`src/design/adcprt_pkg.sv`:
```
package adcprt_pkg;

   // Widths of the result and of the two output groups
   localparam int RESULT_W = 12;
   localparam int LANE_W   = 8;
   localparam int UPPER_W  = 4;

   // Field positions inside the conversion result
   localparam int UPPER_LSB = 8;
   localparam int UPPER_MSB = 11;
   localparam int LOW_MSB   = 7;

   // Conversion timing
   localparam int CLK_PERIOD_NS = 40;
   localparam int CONV_TIME_NS  = 6000;
   localparam int CONV_CYCLES   = (CONV_TIME_NS + CLK_PERIOD_NS - 1) / CLK_PERIOD_NS;
   localparam int CONV_CNT_W    = 8;

   // Reset values
   localparam logic [RESULT_W-1:0] RESULT_RST = 12'h000;
   localparam logic [LANE_W-1:0]   LANES_RST  = 8'h00;
   localparam logic [UPPER_W-1:0]  UPPER_RST  = 4'h0;
   localparam logic                BUSY_N_RST = 1'b1;
   localparam logic                OE_N_RST   = 1'b1;

   typedef struct packed {
      logic                start_seen;
      logic [RESULT_W-1:0] result_bits;
      logic                busy_n;
      logic [LANE_W-1:0]   lanes;
      logic                lanes_oe_n;
      logic [UPPER_W-1:0]  upper;
      logic                upper_oe_n;
   } adcprt_port_st_t;

   // Byte-lane multiplexer: high select gives four zeros over the upper nibble
   function automatic logic [LANE_W-1:0] adcprt_lane_mux(input logic [RESULT_W-1:0] res,
                                                        input logic              hi_sel);
      logic [LANE_W-1:0] v;
      v = res[LOW_MSB:0];
      if (hi_sel)
      begin
         v = {4'h0, res[UPPER_MSB:UPPER_LSB]};
      end
      return v;
   endfunction

endpackage

```
`src/design/adcprt_conv_timer.sv`:
```
module adcprt_conv_timer #(
   parameter int CYCLES = adcprt_pkg::CONV_CYCLES,
   parameter int CW     = adcprt_pkg::CONV_CNT_W
) (
   // Clock and reset
   input  wire logic clk_sys,
   input  wire logic sys_rst,
   // Control
   input  wire logic start,
   // Status
   output logic      busy,
   output logic      done
);

   typedef struct packed {
      logic          busy;
      logic [CW-1:0] count;
   } adcprt_tmr_st_t;

   adcprt_tmr_st_t st_q;
   adcprt_tmr_st_t st_d;

   // Done fires in the last busy cycle so the latch and busy flip together
   assign busy = st_q.busy;
   assign done = st_q.busy && (st_q.count == CW'(CYCLES - 1));

   always_comb
   begin
      st_d = st_q;
      if (done)
      begin
         st_d.busy  = 1'b0;
         st_d.count = '0;
      end
      else if (st_q.busy)
      begin
         st_d.count = st_q.count + CW'(1);
      end
      else if (start)
      begin
         st_d.busy  = 1'b1;
         st_d.count = '0;
      end
   end

   always_ff @(posedge clk_sys or posedge sys_rst)
   begin
      if (sys_rst)
      begin
         st_q <= '0;
      end
      else
      begin
         st_q <= st_d;
      end
   end

endmodule

```
`src/design/adcprt_read_port.sv`:
```
// Operation
// - In pipelined byte reads the first read puts the old result's low byte on the byte lanes.
// - A byte read with the upper select high drives lanes 7..4 low and new result bits 11..8 on lanes 3..0.
// - The third pipelined byte read puts the new result's low byte on the byte lanes.
// - A read with the upper select low starts a conversion and returns the low byte.
// - A read with the upper select high returns the high byte and starts nothing.
// - In wait-state use busy stays low for the whole conversion and rises with the fresh data.
// - The high-byte read of a wait-state sequence never asserts busy.
// - Each pipelined full-width read starts a conversion and returns the previous result.
// - A low-select read after a finished conversion returns the latest result and starts another.
// - A conversion starts only with chip select, read strobe and upper select all low.
// - Start conditions during a conversion are ignored until it completes.
// - While outputs are enabled the upper data pins always carry result bits 11..8.
module adcprt_read_port #(
   parameter int CONV_CYCLES = adcprt_pkg::CONV_CYCLES
) (
   // Clock and reset
   input  wire logic                              clk_sys,
   input  wire logic                              sys_rst,
   // Host strobes
   input  wire logic                              cs_n,
   input  wire logic                              rd_n,
   input  wire logic                              upper_byte_select,
   // Converter core value
   input  wire logic [adcprt_pkg::RESULT_W-1:0]   sample_value,
   // Status
   output logic                                   busy_n,
   // Shared byte lanes
   output logic [adcprt_pkg::LANE_W-1:0]          shared_byte_lanes,
   output logic                                   shared_byte_lanes_oe_n,
   // Dedicated upper data pins
   output logic [adcprt_pkg::UPPER_W-1:0]         upper_data,
   output logic                                   upper_data_oe_n
);

   adcprt_pkg::adcprt_port_st_t st_q;
   adcprt_pkg::adcprt_port_st_t st_d;

   logic read_act;
   logic start_cond;
   logic accept;
   logic tmr_busy;
   logic tmr_done;

   assign read_act   = !cs_n && !rd_n;
   assign start_cond = read_act && !upper_byte_select;
   // Edge of the start condition, so a held strobe cannot retrigger
   assign accept     = start_cond && !st_q.start_seen && !tmr_busy;

   adcprt_conv_timer #(
      .CYCLES (CONV_CYCLES),
      .CW     (adcprt_pkg::CONV_CNT_W)
   ) u_timer (
      .clk_sys (clk_sys),
      .sys_rst (sys_rst),
      .start   (accept),
      .busy    (tmr_busy),
      .done    (tmr_done)
   );

   always_comb
   begin
      st_d            = st_q;
      st_d.start_seen = start_cond;
      // Latch the core value at the end of conversion
      if (tmr_done)
      begin
         st_d.result_bits = sample_value;
      end
      // Busy only from an accepted low-select start; high-byte reads never start
      st_d.busy_n = !(accept || (tmr_busy && !tmr_done));
      // Lanes mirror the latch as updated this cycle, so data and busy move together
      st_d.lanes      = adcprt_pkg::adcprt_lane_mux(st_d.result_bits, upper_byte_select);
      st_d.upper      = st_d.result_bits[adcprt_pkg::UPPER_MSB:adcprt_pkg::UPPER_LSB];
      st_d.lanes_oe_n = !read_act;
      st_d.upper_oe_n = !read_act;
      if (!read_act)
      begin
         st_d.lanes = adcprt_pkg::LANES_RST;
         st_d.upper = adcprt_pkg::UPPER_RST;
      end
   end

   always_ff @(posedge clk_sys or posedge sys_rst)
   begin
      if (sys_rst)
      begin
         st_q.start_seen  <= 1'b0;
         st_q.result_bits <= adcprt_pkg::RESULT_RST;
         st_q.busy_n      <= adcprt_pkg::BUSY_N_RST;
         st_q.lanes       <= adcprt_pkg::LANES_RST;
         st_q.lanes_oe_n  <= adcprt_pkg::OE_N_RST;
         st_q.upper       <= adcprt_pkg::UPPER_RST;
         st_q.upper_oe_n  <= adcprt_pkg::OE_N_RST;
      end
      else
      begin
         st_q <= st_d;
      end
   end

   assign busy_n                 = st_q.busy_n;
   assign shared_byte_lanes      = st_q.lanes;
   assign shared_byte_lanes_oe_n = st_q.lanes_oe_n;
   assign upper_data             = st_q.upper;
   assign upper_data_oe_n        = st_q.upper_oe_n;

   // Helper: length so far of the current busy period, cleared while busy is high
   logic [adcprt_pkg::CONV_CNT_W-1:0] low_cnt_q;

   always_ff @(posedge clk_sys or posedge sys_rst)
   begin
      if (sys_rst)
      begin
         low_cnt_q <= '0;
      end
      else if (!st_q.busy_n)
      begin
         low_cnt_q <= low_cnt_q + 8'h01;
      end
      else
      begin
         low_cnt_q <= '0;
      end
   end
endmodule

```
`config.mk`:
```
export PLATFORM = sky130hd
export DESIGN_NAME = adcprt_read_port
export DESIGN_NICKNAME = d
export VERILOG_FILES = /design/src/design/adcprt_pkg.sv /design/src/design/adcprt_conv_timer.sv /design/src/design/adcprt_read_port.sv
export SDC_FILE = /design/constraint.sdc
export NUM_CORES = 1
export LEC_CHECK = 0
export BUFFER_PORTS_ARGS = -buffer_cell sky130_fd_sc_hd__buf_2
export CAP_MARGIN = 20
export CELL_PAD_IN_SITES_DETAIL_PLACEMENT = 0
export CELL_PAD_IN_SITES_GLOBAL_PLACEMENT = 2
export CORE_MARGIN = 2
export CORE_UTILIZATION = 29
export DETAILED_ROUTE_END_ITERATION = 8
export PLACE_DENSITY = 0.67
export SYNTH_ARGS = -nofsm -noshare
export SYNTH_HDL_FRONTEND = slang
export SYNTH_SLANG_ARGS = --single-unit
export TNS_END_PERCENT = 10
```
`constraint.sdc`:
```
create_clock -name clk_sys -period 2 [get_ports clk_sys]
set_input_delay 0.1 -clock clk_sys [delete_from_list [all_inputs] [get_ports clk_sys]]
set_output_delay 0.1 -clock clk_sys [all_outputs]
set_load 0.01 [all_outputs]
```
==> run metrics <==
total iterations of the first detailed-routing run=3; n_diodes=0; slowest CP cell=dfrtp_1; post-layout power=about 1500 uW; CTS tree=done; leak pwr=between 0.0009 and 0.001 uW; Die Y=roughly 79 um; CTS root buf=clkbuf_8; setup slack after layout=~140 ps; CP max stage delay=roughly 380 ps; number of global-route vias before repair=roughly 1.1k; post-CTS setup buffers=0; initial core utilization=between 30% and 40%; global route overflow=0; initial antenna violation count=0; die area=about 6300 um2; post-CTS resize count=0; vias after detailed routing=slightly above 1k; Tot GR Track Use=between 10% and 20%; Top-Level Pins=32; initial DRC count=26; Total Wirelength=~2900 um; row count=27; outcome=complete, no violations; CP startpoint kind=register; async set or reset register ratio after synthesis=100%; HPWL after detailed placement=between 2000 and 2500 um; MaxCap Viol Count=0; Core ar.=between 5000 and 6000 um2; Tmin final=approximately 1900 ps; Core Util, Final=between 30 and 40%; drt wl/cell=about 13 um; setup violators final=0; CTS Sinks=36; max-slew violations=0; register bit total from synthesis=36; setup TNS=0 ps; fraction of layout cells with a size suffix above 1=a little over two fifths; Total Nets Final=~180; Cells after Synth=between 100 and 150; Pwr Density=763 nW/um2; die width=between 70 and 80 um; CP required=between 2000 and 2500 ps; mean area per synthesized cell=about 13 um2; clock buffer depth=2; Via density=4.44; Peak Freq=~0.54 GHz; clk_lat worst skew=around 290 ps; EDFF count, synth=0; pre-CTS WS=126 ps; Area Growth Syn to Fin=18.0%; CP cell instances=inv_1, ha_1, and4bb_4, nand3_4, buf_4, mux2_4, and2_1; largest net degree at the start of global routing=37; # port buffers=31; YS warnings=0; DRC viols=0; synthesized area=1640 um2; Hold Vio Cnt, Final=0; first-pass GRT wire length=roughly 4900 um; relative slew slack=between 60% and 70%; Setup Skew=around 5.3 ps; Seq/Total Area, Yosys=55.0%; post-synthesis net count=149; Crit path arrival time=2040 ps; H-tree levels=2; slew of the pin with the lowest slew margin=about 460 ps; Clock transition at path regs=~70 ps; CP Class=reg2reg; hold buffer count at CTS=1; CP max FO=13; post-route antenna net violation count=0; total CTS buffers=5; Worst Hold Class=in2reg; CP Capture Type=register; RSZ-0062 raised after global routing=no; Synth cell types=32; Synth Flop Type=dfrtp_1; fin crit share=93.0%; peak supply drop=0.000249 V; global placement routability congestion=between 0.7 and 0.8
-- per-layer routing --
layer / GRT usage, % / wire [um] / vias up
li1: - / - / 489
met1: 12.3 / 1300 / 515
met2: 17.3 / 1410 / 21
met3: 2.84 / 148 / 6
met4: 4.14 / 51 / 0
met5: 0 / 0 / -
-- where the power goes --
| group | internal (uW) | leakage [uW] | switching (uW) |
|---|---|---|---|
| sequential | 751 | 0.000447 | 7.05 |
| combinational | 48.4 | 0.000433 | 43.9 |
| clock | 369 | 0.0000541 | 259 |
-- sequential cells by signal (all words and copies together) (netlist names) --
| signal | flops |
|---|---|
| u_timer.st_q | 8 |
| busy_n | 1 |
| shared_byte_lanes | 8 |
| upper_data_oe_n | 1 |
| st_q | 13 |
| upper_data | 4 |
| u_timer.busy | 1 |
-- through the flow --
stage / std cells / area (um2) / hold WS (ps)
final: 232 / 1940 / 53.6
after global routing: 232 / 1940 / 45.8
after CTS: 232 / 1940 / 47.0
after detailed placement: 223 / 1820 / 236
after global placement: 223 / 1820 / 230
after floorplan: 130 / 1640 / 200
-- placed cells by master (no fill, tap or decap), drive strengths merged, types with 2 or more instances in the layout --
cell type,count
and2,4
clkbuf,5
nor2,3
dfrtp,34
dfstp,2
mux2,12
buf,38
nor2b,8
nand3,4
o21ai,8
inv,5
nand4,2
ha,2
nand2,9
a21oi,4
mux4,4
-- synth_stat cells, types with 2 or more instances --
cell	n	area share, %
o21ai_0	8	2.4
dfstp_2	2	3.2
nand3_1	3	0.91
mux2_4	6	5.5
mux2_2	6	4.1
nor2_1	3	0.69
and2_1	3	1.1
inv_1	5	1.1
dfrtp_1	34	52
nand4_1	2	0.76
nand2_1	9	2.1
buf_4	14	6.4
nor2b_1	8	3.0
ha_1	2	1.5
clkbuf_1	2	0.46
a21oi_1	4	1.2
mux4_2	4	5.5
-- worst max-delay path, delay by kind of cell (launching register included) --
family	cells	cell delay (ps)
buf+inv	2	320
fa+ha+maj	1	140
flops	1	380
simple gates	3	620
mux	1	300
-- final cells by class --
class                           instances  area (um2)
Fill cell                             578        3530
Tap cell                               72        90.1
Timing Repair Buffer                   39         218
Multi-Input combinational cell         72         597
Inverter                                5        18.8
Clock buffer                            5        68.8
Sequential cell                        36         903
Clock inverter                          3        42.5
-- cell families after synthesis --
| logic type | synth area share [%] |
|---|---|
| simple gates | 13.2 |
| mux | 15.1 |
| buf+inv | 8.68 |
| flops | 55.0 |
| xor+xnor | 1.07 |
| fa+ha+maj | 1.52 |
| compound gates | 5.48 |
-- final timing paths --
check,from,end,slack (ps),depth (start not counted)
worst max-delay path,u_timer.st_q[1],shared_byte_lanes[5],140,7
min in group asynchronous,sys_rst,u_timer.st_q[3],460,4
worst min-delay path,sample_value[7],st_q[22],50,2
max in group asynchronous,sys_rst,busy_n,1190,4
worst min register to register,st_q[22],st_q[22],500,1
worst max register to register,u_timer.st_q[1],shared_byte_lanes[5],140,7
Note: power is estimated with default switching activity, not from simulation.
